File: src/hw/tsn_defs.svh
`ifndef TSN_DEFS_SVH
`define TSN_DEFS_SVH

// ----------------------------------------------------------------------------
// Register offsets
// ----------------------------------------------------------------------------
`define TSN_OFF_CTRL       8'h00
`define TSN_OFF_STATUS     8'h04
`define TSN_OFF_MASK       8'h08
`define TSN_OFF_NOTIFY     8'h0C
`define TSN_OFF_PEND       8'h10
`define TSN_OFF_LAMP       8'h14
`define TSN_OFF_CFG_BASE   8'h40

// ----------------------------------------------------------------------------
// Control fields
// ----------------------------------------------------------------------------
`define TSN_CTRL_WORD_LINK 0
`define TSN_CTRL_VER5      1
`define TSN_CTRL_SHOW      2
`define TSN_CTRL_LEAVE     3
`define TSN_CTRL_RST       2'h0

// ----------------------------------------------------------------------------
// Status and mask fields
// ----------------------------------------------------------------------------
`define TSN_ST_WRITE       0
`define TSN_ST_SNAP        1
`define TSN_ST_PRESS       2
`define TSN_ST_W           3
`define TSN_ST_RST         3'h0
`define TSN_MASK_RST       3'h0

// ----------------------------------------------------------------------------
// Per-switch configuration fields
// ----------------------------------------------------------------------------
`define TSN_CFG_ADDR_LSB   0
`define TSN_CFG_ADDR_MSB   15
`define TSN_CFG_IDX_LSB    16
`define TSN_CFG_IDX_MSB    19
`define TSN_CFG_OP_LSB     20
`define TSN_CFG_OP_MSB     21
`define TSN_CFG_FLASH      22
`define TSN_CFG_AREA_LSB   23
`define TSN_CFG_AREA_MSB   25
`define TSN_CFG_RST        26'h0000000

// ----------------------------------------------------------------------------
// Controller memory
// ----------------------------------------------------------------------------
`define TSN_WORD_W         16
`define TSN_RELAY_LAST     16'h00C7
`define TSN_RELAY_TO_CORE  16'h03E8

// ----------------------------------------------------------------------------
// Timing
// ----------------------------------------------------------------------------
`define TSN_CLK_PERIOD_NS  25
`define TSN_BLINK_HALF_MS  500

`endif

File: src/hw/tsn_pkg.sv
package tsn_pkg;

    typedef enum logic [1:0] {
        TSN_OP_MOMENTARY = 2'h0,
        TSN_OP_ALTERNATE = 2'h1,
        TSN_OP_SET       = 2'h2,
        TSN_OP_RESET     = 2'h3
    } tsn_op_type;

    typedef enum logic [2:0] {
        TSN_AREA_CORE_IO          = 3'h0,
        TSN_AREA_HOLDING          = 3'h1,
        TSN_AREA_AUXILIARY        = 3'h2,
        TSN_AREA_LINK_RELAY       = 3'h3,
        TSN_AREA_DATA_MEMORY      = 3'h4,
        TSN_AREA_EXTENDED_MEMORY  = 3'h5,
        TSN_AREA_INTERNAL_RELAY   = 3'h6
    } tsn_area_type;

    typedef enum logic [1:0] {
        TSN_ENG_IDLE = 2'b01,
        TSN_ENG_REQ  = 2'b10
    } tsn_eng_state_type;

endpackage

File: src/hw/tsn_job_if.sv
`timescale 1ns/1ps
interface tsn_job_if;
    logic                  valid;
    logic                  ready;
    logic                  is_read;
    tsn_pkg::tsn_area_type area;
    logic [15:0]           addr;
    logic [15:0]           data;
    logic [15:0]           mask;
    logic                  done;
    logic [15:0]           rdata;

    modport issuer (output valid, is_read, area, addr, data, mask,
                    input  ready, done, rdata);
    modport engine (input  valid, is_read, area, addr, data, mask,
                    output ready, done, rdata);
endinterface

File: src/hw/tsn_mem_engine.sv
`timescale 1ns/1ps
`include "tsn_defs.svh"
module tsn_mem_engine (
    // Clock and reset
    input  wire logic         sys_clk,
    input  wire logic         reset_n,
    // Job side
    tsn_job_if.engine         job,
    // Controller memory port
    output logic              mem_req,
    output logic              mem_wr,
    output tsn_pkg::tsn_area_type mem_area,
    output logic [15:0]       mem_addr,
    output logic [15:0]       mem_wdata,
    output logic [15:0]       mem_mask,
    input  wire logic         mem_ack,
    input  wire logic [15:0]  mem_rdata
);
    tsn_pkg::tsn_eng_state_type state;
    logic                       done_q;
    logic [15:0]                rdata_q;
    wire                        take = job.valid && (state == tsn_pkg::TSN_ENG_IDLE);
    wire                        relay_low = (job.area == tsn_pkg::TSN_AREA_LINK_RELAY) &&
                                            (job.addr <= `TSN_RELAY_LAST);
    // Low link relay words live in the core I/O area of the controller
    wire tsn_pkg::tsn_area_type xl_area = relay_low ? tsn_pkg::TSN_AREA_CORE_IO : job.area;
    wire [15:0]                 xl_addr = relay_low ? 16'(job.addr + `TSN_RELAY_TO_CORE)
                                                    : job.addr;

    assign job.ready = (state == tsn_pkg::TSN_ENG_IDLE);
    assign job.done  = done_q;
    assign job.rdata = rdata_q;

    always_ff @(posedge sys_clk or negedge reset_n) begin
        if (!reset_n) begin
            state     <= tsn_pkg::TSN_ENG_IDLE;
            mem_req   <= 1'b0;
            mem_wr    <= 1'b0;
            mem_area  <= tsn_pkg::TSN_AREA_CORE_IO;
            mem_addr  <= 16'h0000;
            mem_wdata <= 16'h0000;
            mem_mask  <= 16'h0000;
            done_q    <= 1'b0;
            rdata_q   <= 16'h0000;
        end else begin
            done_q <= 1'b0;
            case (state)
                tsn_pkg::TSN_ENG_IDLE: begin
                    if (take) begin
                        // Data and mask go out in one transfer so the word never tears
                        state     <= tsn_pkg::TSN_ENG_REQ;
                        mem_req   <= 1'b1;
                        mem_wr    <= !job.is_read;
                        mem_area  <= xl_area;
                        mem_addr  <= xl_addr;
                        mem_wdata <= job.data;
                        mem_mask  <= job.mask;
                    end
                end
                tsn_pkg::TSN_ENG_REQ: begin
                    if (mem_ack) begin
                        state   <= tsn_pkg::TSN_ENG_IDLE;
                        mem_req <= 1'b0;
                        done_q  <= 1'b1;
                        rdata_q <= mem_rdata;
                    end
                end
                default: begin
                    state   <= tsn_pkg::TSN_ENG_IDLE;
                    mem_req <= 1'b0;
                end
            endcase
        end
    end
endmodule

File: src/hw/tsn_top.sv
// Added by the designer: strobed register access and the register addresses.
`timescale 1ns/1ps
`include "tsn_defs.svh"
module tsn_top #(
    parameter int NUM_SW       = 8,
    parameter int BLINK_CYCLES = `TSN_BLINK_HALF_MS * 1000000 / `TSN_CLK_PERIOD_NS
) (
    // Clock and reset
    input  wire logic              sys_clk,
    input  wire logic              reset_n,
    // Register port
    input  wire logic [7:0]        reg_addr,
    input  wire logic [31:0]       reg_wdata,
    input  wire logic              reg_wr,
    input  wire logic              reg_rd,
    output logic [31:0]            reg_rdata,
    output logic                   irq,
    // Touch panel and screen
    input  wire logic [NUM_SW-1:0] sw_pressed,
    input  wire logic [NUM_SW-1:0] lamp_bit,
    input  wire logic              screen_show,
    input  wire logic              screen_leave,
    output logic [NUM_SW-1:0]      sw_lit,
    // Controller memory port
    output logic                   mem_req,
    output logic                   mem_wr,
    output tsn_pkg::tsn_area_type  mem_area,
    output logic [15:0]            mem_addr,
    output logic [15:0]            mem_wdata,
    output logic [15:0]            mem_mask,
    input  wire logic              mem_ack,
    input  wire logic [15:0]       mem_rdata
);
    // ------------------------------------------------------------------------
    // Parameter checks
    // ------------------------------------------------------------------------
    // Configuration words occupy 0x40..0x5C, so eight switches at most
    if (NUM_SW < 1 || NUM_SW > 8) begin : g_bad_num_sw
        $error("NUM_SW must be 1 to 8");
    end
    if (BLINK_CYCLES < 2) begin : g_bad_blink
        $error("BLINK_CYCLES must be at least 2");
    end

    // ------------------------------------------------------------------------
    // Helper functions
    // ------------------------------------------------------------------------
    function automatic logic [15:0] bit_of(input logic [3:0] idx);
        bit_of = 16'h0001 << idx;
    endfunction

    function automatic logic [2:0] first_set(input logic [NUM_SW-1:0] vec);
        first_set = 3'h0;
        for (int k = NUM_SW - 1; k >= 0; k--) begin
            if (vec[k]) begin
                first_set = k[2:0];
            end
        end
    endfunction

    // ------------------------------------------------------------------------
    // Registers
    // ------------------------------------------------------------------------
    logic [1:0]                ctrl;
    logic [`TSN_ST_W-1:0]      status;
    logic [`TSN_ST_W-1:0]      mask;
    logic [25:0]               cfg [NUM_SW];
    logic                      shown;
    logic [NUM_SW-1:0]         press_q;
    logic [NUM_SW-1:0]         nbit;
    logic [NUM_SW-1:0]         rd_pend;
    logic [NUM_SW-1:0]         wr_pend;
    logic [15:0]               snap [NUM_SW];
    logic                      busy;
    logic [2:0]                owner;
    logic                      owner_read;
    logic [24:0]               blink_cnt;
    logic                      blink_phase;

    wire                       word_link = ctrl[`TSN_CTRL_WORD_LINK];
    wire                       ver5      = ctrl[`TSN_CTRL_VER5];
    wire                       ctrl_hit  = reg_wr && (reg_addr == `TSN_OFF_CTRL);
    wire                       show_evt  = screen_show ||
                                           (ctrl_hit && reg_wdata[`TSN_CTRL_SHOW]);
    wire                       leave_evt = screen_leave ||
                                           (ctrl_hit && reg_wdata[`TSN_CTRL_LEAVE]);
    wire                       cfg_sel   = (reg_addr[7:5] == 3'(`TSN_OFF_CFG_BASE >> 5)) &&
                                           (reg_addr[1:0] == 2'h0);
    wire [2:0]                 cfg_idx   = reg_addr[4:2];

    tsn_job_if job ();

    // ------------------------------------------------------------------------
    // Per-switch notify logic
    // ------------------------------------------------------------------------
    logic [NUM_SW-1:0]         elig;
    logic [NUM_SW-1:0]         press_evt;
    logic [15:0]               sw_data [NUM_SW];
    logic [15:0]               sw_mask [NUM_SW];
    wire                       issue = job.valid && job.ready;
    wire                       rd_done = job.done && owner_read;
    wire [2:0]                 owner_next = first_set(elig);

    for (genvar i = 0; i < NUM_SW; i++) begin : g_sw
        wire [3:0]  idx   = cfg[i][`TSN_CFG_IDX_MSB:`TSN_CFG_IDX_LSB];
        wire        flash = cfg[i][`TSN_CFG_FLASH];
        wire tsn_pkg::tsn_area_type area =
            tsn_pkg::tsn_area_type'(cfg[i][`TSN_CFG_AREA_MSB:`TSN_CFG_AREA_LSB]);
        // Only the newer link version offers the other operation kinds
        wire tsn_pkg::tsn_op_type op = ver5 ?
            tsn_pkg::tsn_op_type'(cfg[i][`TSN_CFG_OP_MSB:`TSN_CFG_OP_LSB]) :
            tsn_pkg::TSN_OP_MOMENTARY;
        wire        mom   = (op == tsn_pkg::TSN_OP_MOMENTARY);
        wire        word  = word_link && (area == tsn_pkg::TSN_AREA_DATA_MEMORY);
        wire        rise  = shown && sw_pressed[i] && !press_q[i];
        wire        fall  = shown && !sw_pressed[i] && press_q[i];
        wire        drop  = leave_evt && mom && nbit[i];
        wire        grant = issue && (owner_next == 3'(i));
        wire        mine_rd = rd_done && (owner == 3'(i));
        logic       next_nbit;

        always_comb begin
            next_nbit = nbit[i];
            if (mine_rd) begin
                next_nbit = job.rdata[idx];
            end
            case (op)
                tsn_pkg::TSN_OP_MOMENTARY: begin
                    if (drop) begin
                        next_nbit = 1'b0;
                    end else if (rise) begin
                        next_nbit = 1'b1;
                    end else if (fall) begin
                        next_nbit = 1'b0;
                    end
                end
                tsn_pkg::TSN_OP_ALTERNATE: begin
                    if (rise) begin
                        next_nbit = !next_nbit;
                    end
                end
                tsn_pkg::TSN_OP_SET: begin
                    if (rise) begin
                        next_nbit = 1'b1;
                    end
                end
                tsn_pkg::TSN_OP_RESET: begin
                    if (rise) begin
                        next_nbit = 1'b0;
                    end
                end
                default: begin
                    next_nbit = nbit[i];
                end
            endcase
        end

        assign press_evt[i] = rise;
        // A switch waiting for its snapshot must not write a stale word
        assign elig[i]      = rd_pend[i] || wr_pend[i];
        assign sw_data[i]   = (word && mom) ? (nbit[i] ? bit_of(idx) : 16'h0000)
                            : word ? ((snap[i] & ~bit_of(idx)) |
                                      (nbit[i] ? bit_of(idx) : 16'h0000))
                            : (nbit[i] ? bit_of(idx) : 16'h0000);
        assign sw_mask[i]   = word ? 16'hFFFF : bit_of(idx);

        always_ff @(posedge sys_clk or negedge reset_n) begin
            if (!reset_n) begin
                press_q[i] <= 1'b0;
                nbit[i]    <= 1'b0;
                rd_pend[i] <= 1'b0;
                wr_pend[i] <= 1'b0;
                snap[i]    <= 16'h0000;
                sw_lit[i]  <= 1'b0;
            end else begin
                press_q[i] <= sw_pressed[i];
                nbit[i]    <= next_nbit;
                // Any change of the bit is pushed out unasked; new events win
                if (rise || fall || drop) begin
                    wr_pend[i] <= 1'b1;
                end else if (grant && !rd_pend[i]) begin
                    wr_pend[i] <= 1'b0;
                end
                if (show_evt && !mom) begin
                    rd_pend[i] <= 1'b1;
                end else if (grant) begin
                    rd_pend[i] <= 1'b0;
                end
                if (mine_rd) begin
                    snap[i] <= job.rdata;
                end else if (grant && !rd_pend[i] && word) begin
                    snap[i] <= sw_data[i];
                end
                sw_lit[i] <= lamp_bit[i] && (!flash || blink_phase);
            end
        end
    end

    // ------------------------------------------------------------------------
    // Job selection
    // ------------------------------------------------------------------------
    assign job.valid   = !busy && (elig != '0);
    assign job.is_read = rd_pend[owner_next];
    assign job.area    = tsn_pkg::tsn_area_type'(
                         cfg[owner_next][`TSN_CFG_AREA_MSB:`TSN_CFG_AREA_LSB]);
    assign job.addr    = cfg[owner_next][`TSN_CFG_ADDR_MSB:`TSN_CFG_ADDR_LSB];
    assign job.data    = sw_data[owner_next];
    assign job.mask    = rd_pend[owner_next] ? 16'h0000 : sw_mask[owner_next];

    always_ff @(posedge sys_clk or negedge reset_n) begin
        if (!reset_n) begin
            busy       <= 1'b0;
            owner      <= 3'h0;
            owner_read <= 1'b0;
            shown      <= 1'b0;
        end else begin
            if (issue) begin
                busy       <= 1'b1;
                owner      <= owner_next;
                owner_read <= job.is_read;
            end else if (job.done) begin
                busy <= 1'b0;
            end
            if (show_evt) begin
                shown <= 1'b1;
            end else if (leave_evt) begin
                shown <= 1'b0;
            end
        end
    end

    tsn_mem_engine u_engine (
        .sys_clk   (sys_clk),
        .reset_n   (reset_n),
        .job       (job.engine),
        .mem_req   (mem_req),
        .mem_wr    (mem_wr),
        .mem_area  (mem_area),
        .mem_addr  (mem_addr),
        .mem_wdata (mem_wdata),
        .mem_mask  (mem_mask),
        .mem_ack   (mem_ack),
        .mem_rdata (mem_rdata)
    );

    // ------------------------------------------------------------------------
    // Flash timing
    // ------------------------------------------------------------------------
    // One half period per phase; a slow divider costs only a counter
    always_ff @(posedge sys_clk or negedge reset_n) begin
        if (!reset_n) begin
            blink_cnt   <= 25'h0000000;
            blink_phase <= 1'b0;
        end else if (blink_cnt == 25'(BLINK_CYCLES - 1)) begin
            blink_cnt   <= 25'h0000000;
            blink_phase <= !blink_phase;
        end else begin
            blink_cnt <= blink_cnt + 25'h0000001;
        end
    end

    // ------------------------------------------------------------------------
    // Register access and interrupt
    // ------------------------------------------------------------------------
    wire [`TSN_ST_W-1:0] st_set = {(press_evt != '0),
                                   rd_done,
                                   job.done && !owner_read};
    wire [`TSN_ST_W-1:0] st_clr = (reg_wr && reg_addr == `TSN_OFF_STATUS) ?
                                  reg_wdata[`TSN_ST_W-1:0] : '0;
    wire [31:0]          rd_mux = (reg_addr == `TSN_OFF_CTRL)   ? {30'h0, ctrl}
                                : (reg_addr == `TSN_OFF_STATUS) ? {29'h0, status}
                                : (reg_addr == `TSN_OFF_MASK)   ? {29'h0, mask}
                                : (reg_addr == `TSN_OFF_NOTIFY) ? 32'(nbit)
                                : (reg_addr == `TSN_OFF_PEND)   ? 32'({rd_pend, wr_pend})
                                : (reg_addr == `TSN_OFF_LAMP)   ? 32'(lamp_bit)
                                : (cfg_sel && cfg_idx < NUM_SW) ? {6'h00, cfg[cfg_idx]}
                                : 32'h00000000;

    always_ff @(posedge sys_clk or negedge reset_n) begin
        if (!reset_n) begin
            ctrl      <= `TSN_CTRL_RST;
            status    <= `TSN_ST_RST;
            mask      <= `TSN_MASK_RST;
            reg_rdata <= 32'h00000000;
            irq       <= 1'b0;
            for (int k = 0; k < NUM_SW; k++) begin
                cfg[k] <= `TSN_CFG_RST;
            end
        end else begin
            if (ctrl_hit) begin
                ctrl <= reg_wdata[1:0];
            end
            if (reg_wr && reg_addr == `TSN_OFF_MASK) begin
                mask <= reg_wdata[`TSN_ST_W-1:0];
            end
            if (reg_wr && cfg_sel && cfg_idx < NUM_SW) begin
                cfg[cfg_idx] <= reg_wdata[25:0];
            end
            // Set beats clear in the same cycle
            status    <= (status & ~st_clr) | st_set;
            reg_rdata <= reg_rd ? rd_mux : 32'h00000000;
            irq       <= ((status & ~st_clr | st_set) & mask) != '0;
        end
    end
endmodule

File: config.mk
export PLATFORM = sky130hd
export DESIGN_NAME = tsn_top
export DESIGN_NICKNAME = d
export VERILOG_FILES = /design/src/hw/tsn_pkg.sv /design/src/hw/tsn_job_if.sv /design/src/hw/tsn_mem_engine.sv /design/src/hw/tsn_top.sv
export VERILOG_INCLUDE_DIRS = /design/src /design/src/hw
export SDC_FILE = /design/constraint.sdc
export NUM_CORES = 1
export LEC_CHECK = 0
export BUFFER_PORTS_ARGS = -buffer_cell sky130_fd_sc_hd__buf_4
export CELL_PAD_IN_SITES_DETAIL_PLACEMENT = 2
export CELL_PAD_IN_SITES_GLOBAL_PLACEMENT = 2
export CORE_ASPECT_RATIO = 1.1
export CORE_UTILIZATION = 40
export DETAILED_ROUTE_END_ITERATION = 8
export PLACE_DENSITY_LB_ADDON = 0.25
export REMOVE_ABC_BUFFERS = 1
export SLEW_MARGIN = 20
export SYNTH_ARGS = -nofsm -noshare
export SYNTH_HDL_FRONTEND = slang
export SYNTH_SLANG_ARGS = --single-unit
export TNS_END_PERCENT = 5
File: constraint.sdc
create_clock -name sys_clk -period 3.6 [get_ports sys_clk]
set_clock_uncertainty 0.05 [all_clocks]
set_input_delay 0.54 -clock sys_clk [delete_from_list [all_inputs] [get_ports sys_clk]]
set_output_delay 0.54 -clock sys_clk [all_outputs]
set_load 0.005 [all_outputs]
=== After elaboration in Yosys (flattened, before gate mapping) ===
Index checks and enable logic that the tools add are counted.

* Latch bits: 0
* Bits in writable memories: 0
* Bits of input ports: 79
* Memory bits (read-only): 0
* Output and inout bits: 94
* Memories: 0
* Logic and storage cells: 660
* Flip-flop bits (word level): 515

* Divide/modulo/power cells: 0
* Bitwise logic cells: 30
* Muxes and demuxes: 218
* Multipliers: 0
* Reductions and logical operators: 255
* Equality and inequality tests: 58
* Order comparisons: 13
* $add $sub $neg: 2
* Shift-type cells: 8

{| class="wikitable"
|+ Operators with widths
! cell !! count
|-
| 16-bit two-way mux || 54
|-
| 26-bit two-way mux || 13
|-
| 208-bit bitwise mux || 1
|-
| 26-bit binary-select mux with 3-bit select || 2
|-
| 16-bit bitwise AND || 8
|-
| 16-bit NOT || 8
|-
| 16-bit bitwise OR || 8
|-
| 1-bit by 4-bit left shift with 16-bit output (first input constant) || 8
|-
| 1-bit logical AND || 125
|-
| 1-bit two-way mux || 105
|-
| 16-bit binary-select mux with 3-bit select || 2
|-
| 26-bit demux with 3-bit select || 1
|-
| 1-bit logical NOT || 52
|-
| 2-bit nonzero test || 26
|-
| 3-bit equality test (second input constant) || 16
|-
| 4-bit by 5-bit < comparator with 1-bit output (second input constant) || 8
|-
| 2-bit equality test (second input constant) || 17
|-
| 1-bit logical OR || 34
|-
| 1-bit binary-select mux with 4-bit select || 8
|-
| 1-bit case mux with 4 select lines || 8
|-
| 3-bit two-way mux || 10
|-
| 25-bit by 1-bit adder with 25-bit output (second input constant) || 1
|-
| 25-bit equality test (second input constant) || 1
|-
| 25-bit two-way mux || 1
|-
| 27 further kinds || 67
|}

=== Depth between registers and ports, before layout ===
Gate-level depths: netlist of run 1.

* Depth in word-level cells: 16
* Gate-level depth with buffers: 14
* Mapped depth without buffers: 11

=== Modules after synthesis ===
A second synthesis of run 1 with hierarchy kept.

* Cell total of the unflattened synthesis: 3269
* Area total of the unflattened synthesis: 32115.8 sq um

{| class="wikitable"
|+ Modules (own cells, without submodules)
! module !! instances !! area each (sq um) !! seq. area each (sq um) !! cells an instance
|-
| tsn_top || 1 || 29274.3 || 11085.6 || 2954
|-
| tsn_mem_engine || 1 || 2841.5 || 1778.0 || 315
|}

=== Least setup slack after synthesis of run 1 ===
No wires, ideal clock.

* Path kind: register to register
* Start point: register rd_pend[2]
* End point: register u_engine.mem_addr[5]
* Setup time: 0.082 ns
* Slack: 0.483 ns
* Stages on the path, launching flop included: 12
* Period minus slack after synthesis: 3.117 ns
* Data arrival time: 2.985 ns
* Buffers on the path: 2
* Required time: 3.468 ns
* Cell sequence: dfrtp_1 -> buf_6 -> or4_4 -> nor3_4 -> a211o_1 -> buf_6 -> mux4_2 -> a21oi_1 -> inv_1 -> ha_1 -> or3_1 -> a31oi_1

* Longest elaborated chain between the ends: 11
* Elaborated cells between the ends (all ways): 17
* Those cells by class: add/sub (1); order compare (1); eq/ne (1); mux (7); bitwise (1); reduce/logical (6)

{| class="wikitable"
|+ RTL lines
! element !! line !! RTL
|-
| from (decl) || tsn_top.sv:71 || <nowiki>logic [NUM_SW-1:0] rd_pend;</nowiki>
|-
| from (signal, indexed assignment) || tsn_top.sv:171 || <nowiki>rd_pend[i] <= 1'b0;</nowiki>
|-
| from (signal, indexed assignment) || tsn_top.sv:185 || <nowiki>rd_pend[i] <= 1'b1;</nowiki>
|-
| from (signal, indexed assignment) || tsn_top.sv:187 || <nowiki>rd_pend[i] <= 1'b0;</nowiki>
|-
| 1-bit logical OR (*) || tsn_top.sv:160 || <nowiki>assign elig[i] = rd_pend[i] || wr_pend[i];</nowiki>
|-
| 3-bit two-way mux (3 in a row) || tsn_top.sv:55 || <nowiki>if (vec[k]) begin</nowiki>
|-
| 3-bit NOT with 4-bit output (implied by the code) || tsn_top.sv:205, tsn_top.sv:206 ||
|-
| 26-bit binary-select mux with 3-bit select || tsn_top.sv:205, tsn_top.sv:206 ||
|-
| 26-bit two-way mux (implied by the code) (2 in a row) || tsn_top.sv:206 || <nowiki>assign job.addr = cfg[owner_next][`TSN_CFG_ADDR_MSB:`TSN_CFG_ADDR_LSB];</nowiki>
|-
| 16-bit by 8-bit less-or-equal comparator with 1-bit output (no line) or 3-bit by 2-bit equality test with 1-bit output (tied branches) || - ||
|-
| 1-bit logical AND || tsn_mem_engine.sv:23 || <nowiki>wire relay_low = (job.area == tsn_pkg::TSN_AREA_LINK_RELAY) &&</nowiki>
|-
| 16-bit two-way mux || tsn_mem_engine.sv:27 || <nowiki>wire [15:0] xl_addr = relay_low ? 16'(job.addr + `TSN_RELAY_TO_CORE)</nowiki>
|-
| to (signal assigned) || tsn_mem_engine.sv:55 || <nowiki>mem_addr <= xl_addr;</nowiki>
|-
| to (decl) || tsn_mem_engine.sv:13 || <nowiki>output logic [15:0] mem_addr,</nowiki>
|}

Mark *: on every way between the ends. The rest lies on a longest branch, timed or not. The select of a mux whose other input is x is not followed.
A chain may end at the register's enable or synchronous reset.

=== Worst setup path after layout of run 1 ===
* Start point: register rd_pend[0]
* End point: register u_engine.mem_addr[3]

* Longest elaborated chain between the ends: 9
* Elaborated cells between the ends (all ways): 15
* Those cells by class: add/sub (1); order compare (1); eq/ne (1); mux (5); bitwise (1); reduce/logical (6)

{| class="wikitable"
|+ RTL lines
! element !! line
|-
| 1-bit logical OR (*) || tsn_top.sv:160
|-
| 3-bit two-way mux || tsn_top.sv:55
|-
| 3-bit NOT with 4-bit output (implied by the code) || tsn_top.sv:205, tsn_top.sv:206
|-
| 26-bit binary-select mux with 3-bit select || tsn_top.sv:205, tsn_top.sv:206
|-
| 26-bit two-way mux (implied by the code) (2 in a row) || tsn_top.sv:206
|-
| 16-bit by 8-bit less-or-equal comparator with 1-bit output (no line) or 3-bit by 2-bit equality test with 1-bit output (tied branches) || -
|-
| 1-bit logical AND || tsn_mem_engine.sv:23
|-
| 16-bit two-way mux || tsn_mem_engine.sv:27
|}

Marked as above.

==> results of run 1 <==
-- through the flow --
step           total power, mW  std cells  setup WS (ns)  setup TNS [ns]  util (%)
4_1_cts                   18.5       4521        -0.0209         -0.0209      48.7
6_report                  18.6       4534        -0.0746          -0.261      49.0
5_1_grt                   19.0       4529         -0.126          -0.449      49.0
2_1_floorplan             8.41       3016          -1.62         -201.99         -
3_5_place_dp              11.1       4388         -0.115          -0.377      45.3
3_3_place_gp              10.8       4388        -0.0791         -0.0791      45.3
-- registers in the layout, summed over array words and instances (netlist names), 2 cells and up --
| name | cells |
|---|---|
| cfg | 208 |
| snap | 128 |
| reg_rdata | 26 |
| blink_cnt | 25 |
| u_engine.job.rdata | 16 |
| u_engine.mem_addr | 16 |
| u_engine.mem_mask | 16 |
| u_engine.mem_wdata | 16 |
| nbit | 8 |
| press_q | 8 |
| rd_pend | 8 |
| sw_lit | 8 |
| wr_pend | 8 |
| mask | 3 |
| owner | 3 |
| status | 3 |
| u_engine.mem_area | 3 |
| ctrl | 2 |
| u_engine.state | 2 |
-- synth_stat cells (10+ instances only) --
master / n
a211oi_1: 13
a21boi_0: 12
a21oi_1: 143
a222oi_1: 13
a22oi_1: 12
a31oi_1: 51
and2_1: 18
and3_1: 11
buf_1: 16
buf_2: 13
buf_6: 12
clkbuf_1: 188
dfrtp_1: 513
ha_1: 18
inv_1: 36
mux2_2: 224
mux2i_1: 108
mux4_2: 98
nand2_1: 632
nand2b_1: 29
nand3_1: 135
nand4_1: 13
nor2_1: 260
nor2b_1: 39
nor3_1: 42
o211ai_1: 39
o21ai_0: 324
o22ai_1: 42
xnor2_1: 15
xor2_1: 10
-- power by group through the flow --
stage | logic (mW) | clock network [mW] | registers, mW
after floorplan | 1.49 | 0 | 6.93
after global placement | 3.78 | 0 | 7.07
after detailed placement | 3.95 | 0 | 7.13
after CTS | 4.06 | 7.34 | 7.05
after global routing | 4.32 | 7.53 | 7.11
final | 4.19 | 7.31 | 7.09
-- metal layers --
layer / GRT usage (%) / routed length (µm) / vias to the layer above / share of wire, %
met3: 6.99 / 11000 / 647 / 7.0
met2: 67.5 / 76000 / 1573 / 49
met4: 27.6 / 12300 / 6 / 7.9
met5: 0 / 44 / - / 0.028
li1: - / - / 12200 / -
met1: 47.7 / 57200 / 15500 / 37
-- cell usage in the layout, fill, tap and decap left out, types with 13 or more instances in the layout --
cell,Yosys,routed
a211oi_1,13,13
a21oi_1,143,139
a222oi_1,13,13
a31oi_1,51,50
and2_1,18,18
buf_12,0,20
buf_4,9,397
bufinv_16,0,15
clkbuf_16,0,62
dfrtp_1,513,513
ha_1,18,18
inv_1,36,36
mux2_2,224,224
mux2i_1,108,108
mux4_2,98,98
nand2_1,632,630
nand2b_1,29,29
nand3_1,135,132
nand4_1,13,13
nor2_1,260,255
nor2b_1,39,39
nor3_1,42,39
o211ai_1,39,39
o21ai_0,324,322
o22ai_1,42,42
xnor2_1,15,14
-- critical path, cell delays in order, from the launching register on --
cell and delay (ns):
dfrtp_1 0.44, or4_4 0.58, nor3_4 0.16, a211o_2 0.25
buf_12 0.14, buf_4 0.11, mux4_2 0.49, a21oi_1 0.30
a311o_1 0.30, and4_1 0.42, xnor2_2 0.17, o21ai_1 0.11
-- how the worst max path moves through the flow --
| stage | endpoint | slack, ns | cells after the start |
|---|---|---|---|
| global route | u_engine.mem_addr[5] | -0.13 | 11 |
| detailed placement | u_engine.mem_addr[7] | -0.12 | 9 |
| global placement | u_engine.mem_mask[0] | -0.08 | 12 |
| CTS | u_engine.mem_addr[5] | -0.02 | 12 |
| floorplan | snap[48] | -1.62 | 8 |
| finish | u_engine.mem_addr[3] | -0.07 | 11 |
-- timing repair --
item | 4_1_cts | 5_1_grt
cloned | 2 | 1
setup endpoints to repair | 12 | 38
setup buffers | 6 | 6
pin swaps | 6 | 5
endpoints found under the hold margin | 52 | 0
resized for setup | 13 | 24
hold buffers | 9 | 0
-- kinds of logic (layout without fill, tap and decap cells) --
logic type                 after synthesis  in the layout  share of synthesized area, %
adders and majority gates               18             18                         0.745
xor gates and xnor gates                25             25                         0.725
DFF                                    514            514                          42.6
buffers and inverters                  277            585                          3.92
muxes                                  430            430                          19.2
AOI/OAI and AO/OA                      744            746                          14.7
other                                    1             12                        0.0124
and+or+nand+nor                       1241           1241                          18.1
-- area by class of cell --
class / count / area (µm²) / share of cell area [%]
Clock inverter: 34 / 596 / 1.63
Inverter: 38 / 143 / 0.390
Multi-Input combinational cell: 2466 / 16500 / 45.1
Antenna cell: 6 / 15.0 / 0.0411
Tap cell: 963 / 1200 / 3.30
Clock buffer: 82 / 1730 / 4.72
Sequential cell: 514 / 12900 / 35.2
Timing Repair Buffer: 431 / 3530 / 9.66
==> impl_metrics.csv, run 1 <==
group,metric,value,unit
synthesis,ys_top_cells_by_area,"dfrtp_1, mux2_2, nand2_1, mux4_2, o21ai_0",
timing,grt_setup_unrepaired,"yes",
power_and_ir_drop,p_comb_share,22.5,%
power_and_ir_drop,p_switching,6.24,mW
floorplanning,start_util,40.5,%
grt,grt_max_degree,90,
layout,fill_cells,7743,
floorplanning,die_area,76600,µm²
floorplanning,rows,105,
synthesis,synth-seq-cells,514,
detailed_routing,drc,0,
cts,h-tree-depth,2,
worst_hold_path,worstHoldStart,"mem_rdata[6]",
power_and_ir_drop,ir_drop,474,µV
grt,grt_use_total,40.5,%
detailed_routing,via_count,29900,
power_and_ir_drop,leakage,16.5,nW
synthesis,synth_top_cell_area_share,42.5,%
power_and_ir_drop,swShare,33.6,%
layout,drive_gt1_share,25.7,%
timing,fmax,272,MHz
floorplanning,die_x,264,µm
power_and_ir_drop,p_per_area,509,nW/µm²
timing,setup_ws,-0.0746,ns
worst_setup_path,r2r_cells,11,
layout,final_cell_area,36600,µm²
detailed_routing,avgRoutedWirePerCell,34.5,µm
synthesis,syn_avg_cell_area,9.30,µm²
worst_setup_path,worstReg2RegEnd,"u_engine.mem_addr[3]",
grt,grt_overflow,0,
synthesis,async_flop_share,100,%
detailed_routing,viasPerCell,6.59,
cts,insertion_delay,0.67,ns
worst_hold_path,hold_class,"in2reg",
outcome,violations,"setup timing",
job,maxCapViolCount,0,
timing,relSlewSlack,21.6,%
worst_setup_path,critPathKind,"reg2reg",
placed_design,numPortBuffers,160,
timing,finalCritPeriodShare,102,%
power_and_ir_drop,intPower,12.4,mW
cts,clk_pin_slew,0.07,ns
detailed_routing,routed_wl,157000,µm
floorplanning,dieHeight,290,µm
synthesis,synth_edf_count,0,
timing,hold_viol,0,
layout,area_growth,21.0,%
worst_setup_path,cp-end-kind,"flop",
timing,holdWs,0.0556,ns
detailed_routing,firstDrtPassIters,8,
synthesis,synth_ff_type,"dfrtp_1",
synthesis,ys_warn_count,0,
worst_setup_path,rrSetupSlack,-0.07,ns
worst_hold_path,worstHoldPathCells,3,
timing,worst_pin_slew,1.16,ns
worst_setup_path,reg2reg_from,"rd_pend[0]",
synthesis,netlist_area,30200,µm²
placed_design,place_congestion,1.00,
placed_design,dp_hpwl,108000,µm
grt,grt_pass1_wl,229000,µm
synthesis,yosysSeqAreaShare,42.6,%
timing,post-route-min-period,3.67,ns
synthesis,yosys.area.top_type,"dfrtp_1",
cts,cts_tree,"built",
detailed_routing,drt_iter0_markers,2907,
worst_setup_path,required,4.06,ns
placed_design,placed_cell_area,33800,µm²
worst_hold_path,min_to,"u_engine.job.rdata[6]",
outcome,status,"finished, violations left",
grt,antenna_found_initial,8,
worst_setup_path,cp_max_fo,5,
timing,maxSlewViolCount,0,
synthesis,synthCells,3250,
timing,finalSetupViolCount,7,
layout,fin_nets,3609,
detailed_routing,ant_nets,0,
cts,cts.sinks,514,
worst_setup_path,crit_start,"rd_pend[0]",
cts,cts_buffers,61,
power_and_ir_drop,p_clk_share,39.3,%
synthesis,synth_cell_type_count,82,
floorplanning,ioPinCount,173,
cts,cts_max_path_buffers,3,
worst_setup_path,cp-start-kind,"flop",
worst_setup_path,cp_data_arrival_time,4.13,ns
grt,grt_pass1_vias,33000,
floorplanning,core_area,74600,µm²
cts,root_buffer,"clkbuf_16",
power_and_ir_drop,p_seq_share,38.1,%
No activity file was read; power rests on OpenSTA's default activity.
==> run 2: changes to the inputs <==
--- a/config.mk
+++ b/config.mk
@@ -6,11 +6,12 @@
 export SDC_FILE = /design/constraint.sdc
 export NUM_CORES = 1
 export LEC_CHECK = 0
+export ABC_AREA = 1
 export BUFFER_PORTS_ARGS = -buffer_cell sky130_fd_sc_hd__buf_4
 export CELL_PAD_IN_SITES_DETAIL_PLACEMENT = 2
 export CELL_PAD_IN_SITES_GLOBAL_PLACEMENT = 2
 export CORE_ASPECT_RATIO = 1.1
-export CORE_UTILIZATION = 40
+export CORE_UTILIZATION = 36
 export DETAILED_ROUTE_END_ITERATION = 8
 export PLACE_DENSITY_LB_ADDON = 0.25
 export REMOVE_ABC_BUFFERS = 1
==> impl_metrics.csv, run 2 <==
group,metric,value,unit
worst_setup_path,reg2reg_from,"rd_pend[5]",
detailed_routing,drt_iter0_markers,2841,
worst_setup_path,crit_path_end,"snap[9]",
synthesis,yosys.area.top_type,"dfrtp_1",
layout,area_growth,18.5,%
job,maxCapViolCount,0,
layout,fin_util,43.1,%
power_and_ir_drop,p_per_area,507,nW/µm²
layout,drive_gt1_share,12.0,%
synthesis,syn_avg_cell_area,7.39,µm²
detailed_routing,ant_nets,0,
layout,layout_common_cells,"nand2_1, dfrtp_1, o21ai_0, inv_1, buf_4",
grt,antenna_found_initial,4,
timing,worst_pin_slew,0.900,ns
grt,grt_max_degree,83,
detailed_routing,viasPerCell,6.15,
grt,grt_pass1_wl,227000,µm
cts,cts_tree,"built",
placed_design,numPortBuffers,160,
worst_setup_path,cp_data_arrival_time,3.93,ns
detailed_routing,via_count,32800,
synthesis,synthMostInstantiatedCell,"nand2_1",
power_and_ir_drop,ir_drop,314,µV
floorplanning,die_area,83700,µm²
floorplanning,core_area,81800,µm²
timing,finalSetupViolCount,0,
synthesis,synth_top_cell_area_share,43.2,%
worst_hold_path,hold_class,"in2reg",
synthesis,netlist_area,29700,µm²
placed_design,place_ws,0.256,ns
layout,final_common_cell,"nand2_1",
cts,clk_pin_slew,0.06,ns
detailed_routing,drc,0,
worst_setup_path,required,4.05,ns
worst_setup_path,rrSetupSlack,0.12,ns
synthesis,synth-seq-cells,514,
synthesis,synth_edf_count,0,
cts,cts_max_path_buffers,3,
worst_setup_path,r2r_cells,14,
floorplanning,ioPinCount,173,
detailed_routing,routed_wl,153000,µm
placed_design,place_congestion,0.992,
grt,grt_overflow,0,
layout,fin_nets,4314,
timing,finalCritPeriodShare,96.7,%
worst_setup_path,slowest_stage,"dfrtp_1",
timing,grt_setup_unrepaired,"no",
layout,regMostFlops,"cfg",
floorplanning,rows,110,
timing,setup_ws,0.119,ns
cts,cts.sinks,514,
worst_setup_path,cp_max_fo,32,
timing,maxSlewViolCount,0,
worst_setup_path,crit_start,"rd_pend[5]",
layout,fin_cells,5331,
worst_setup_path,critPathKind,"reg2reg",
layout,top_regs,"cfg x208, snap x128, reg_rdata x26",
grt,grt_pass1_vias,34300,
synthesis,ys_top_cells_by_area,"dfrtp_1, nand2_1, o21ai_0, inv_1, nor2_1",
synthesis,synth_cell_type_count,62,
synthesis,synthCells,4024,
floorplanning,start_util,36.4,%
timing,fmax,287,MHz
layout,largest_register_ff_count,208,
floorplanning,die_x,276,µm
power_and_ir_drop,finalPower,17.9,mW
outcome,status,"finished clean",
worst_setup_path,worstReg2RegEnd,"snap[9]",
placed_design,dp_hpwl,109000,µm
synthesis,async_flop_share,100,%
synthesis,ys_warn_count,0,
worst_setup_path,slowest_delay,0.43,ns
cts,insertion_delay,0.64,ns
synthesis,ys_top_cells_by_count,"nand2_1, dfrtp_1, o21ai_0",
timing,post-route-min-period,3.48,ns
cts,root_buffer,"clkbuf_16",
cts,h-tree-depth,3,
timing,hold_viol,0,
detailed_routing,firstDrtPassIters,5,
cts,cts_buffers,66,
placed_design,placed_cell_area,32900,µm²
worst_setup_path,cpMostUsedCell,"nand2_1",
floorplanning,dieHeight,303,µm
synthesis,yosysSeqAreaShare,43.3,%
grt,grt_use_total,36.4,%
placed_design,dp_cells,5202,
timing,relSlewSlack,39.3,%
worst_setup_path,cp-end-kind,"flop",
layout,final_cell_area,35200,µm²
worst_setup_path,cp-start-kind,"flop",
detailed_routing,avgRoutedWirePerCell,28.8,µm
synthesis,synth_ff_type,"dfrtp_1",
worst_setup_path,cp_cell_sequence,"nor2_1 > and2_1 > nand2_1 > nand2_1 > nand3_2 > nor2_4 > inv_1 > buf_4 > nor3_2 > nand2_1 > nand2_1 > buf_4 > o211ai_1 > o21a_1",
power_and_ir_drop,leakage,15.5,nW
==> run 2: cell types whose count changed after synthesis, sizes merged, moves of 65 or more <==
cell,delta
a31oi,+65
inv,+342
mux2,-224
mux2i,-108
mux4,-98
nand2,+446
nor3,+88
o21ai,+134
==> run 2: layer usage <==
metal  global-route usage, %  wire length [µm]  vias to the layer above
met2                    59.6             70600                     1443
met3                    5.21             10700                      457
met5                       0                23                        -
met4                    23.0             10300                        4
li1                        -                 -                    14100
met1                    45.5             61700                    16700
==> run 2: worst min-delay path by stage <==
| stage | startpoint | endpoint | slack, ns | cells past startpoint |
|---|---|---|---|---|
| final | sw_pressed[6] | press_q[6] | 0.04 | 1 |
| after floorplan | reset_n | blink_cnt[0] | 0.19 | 0 |
| after detailed placement | blink_cnt[0] | blink_cnt[0] | 0.41 | 1 |
| after CTS | sw_pressed[6] | press_q[6] | 0.01 | 1 |
| after global routing | sw_pressed[6] | press_q[6] | 0.03 | 1 |
| after global placement | blink_cnt[0] | blink_cnt[0] | 0.40 | 1 |
==> run 2: area by class of cell <==
type                            count  area, µm²
Tap cell                         1064       1330
Clock buffer                       99       1990
Sequential cell                   514      12900
Clock inverter                     18        226
Fill cell                        9550      46500
Timing Repair Buffer              369       2940
Inverter                          399       1500
Multi-Input combinational cell   2867      14400
Antenna cell                        1       2.50
==> run 2: cells by family (layout without fill, tap and decap cells) <==
| logic type | Yosys count | count (layout) | synth area share [%] |
|---|---|---|---|
| AND/OR/NAND/NOR | 1730 | 1730 | 24.1 |
| AO/OA/AOI/OAI | 1108 | 1108 | 23.1 |
| buffers and inverters | 648 | 885 | 8.63 |
| flip-flops | 514 | 514 | 43.3 |
| adder cells (fa/ha/maj) | 18 | 18 | 0.758 |
| XOR/XNOR | 5 | 5 | 0.147 |
| other | 1 | 7 | 0.0126 |
==> run 2: critical path: cells and delay by family (launching register included) <==
family | cells | cell delay, ns
AND/OR/NAND/NOR | 9 | 1.58
buffers and inverters | 3 | 0.97
flip-flops | 1 | 0.43
AO/OA/AOI/OAI | 2 | 0.29
==> run 2: report_power, final <==
group	internal, mW	switching [mW]
Clock	4.17	2.83
Sequential	6.32	0.444
Combinational	1.15	2.95
==> run 2: timing repair <==
item / CTS / global route
endpoints found under the setup margin: 0 / 8
endpoints found under the hold margin: 74 / 0
hold buffers: 8 / 0
buffers inserted: 0 / 3
resized for setup: 0 / 3
==> run 2: metrics by stage <==
step | TNS, ns | hold WS [ns]
CTS | 0 | 0.0119
finish | 0 | 0.0431
global route | 0 | 0.0330
global placement | 0 | 0.398
floorplan | -61.70 | 0.194
detailed placement | 0 | 0.409
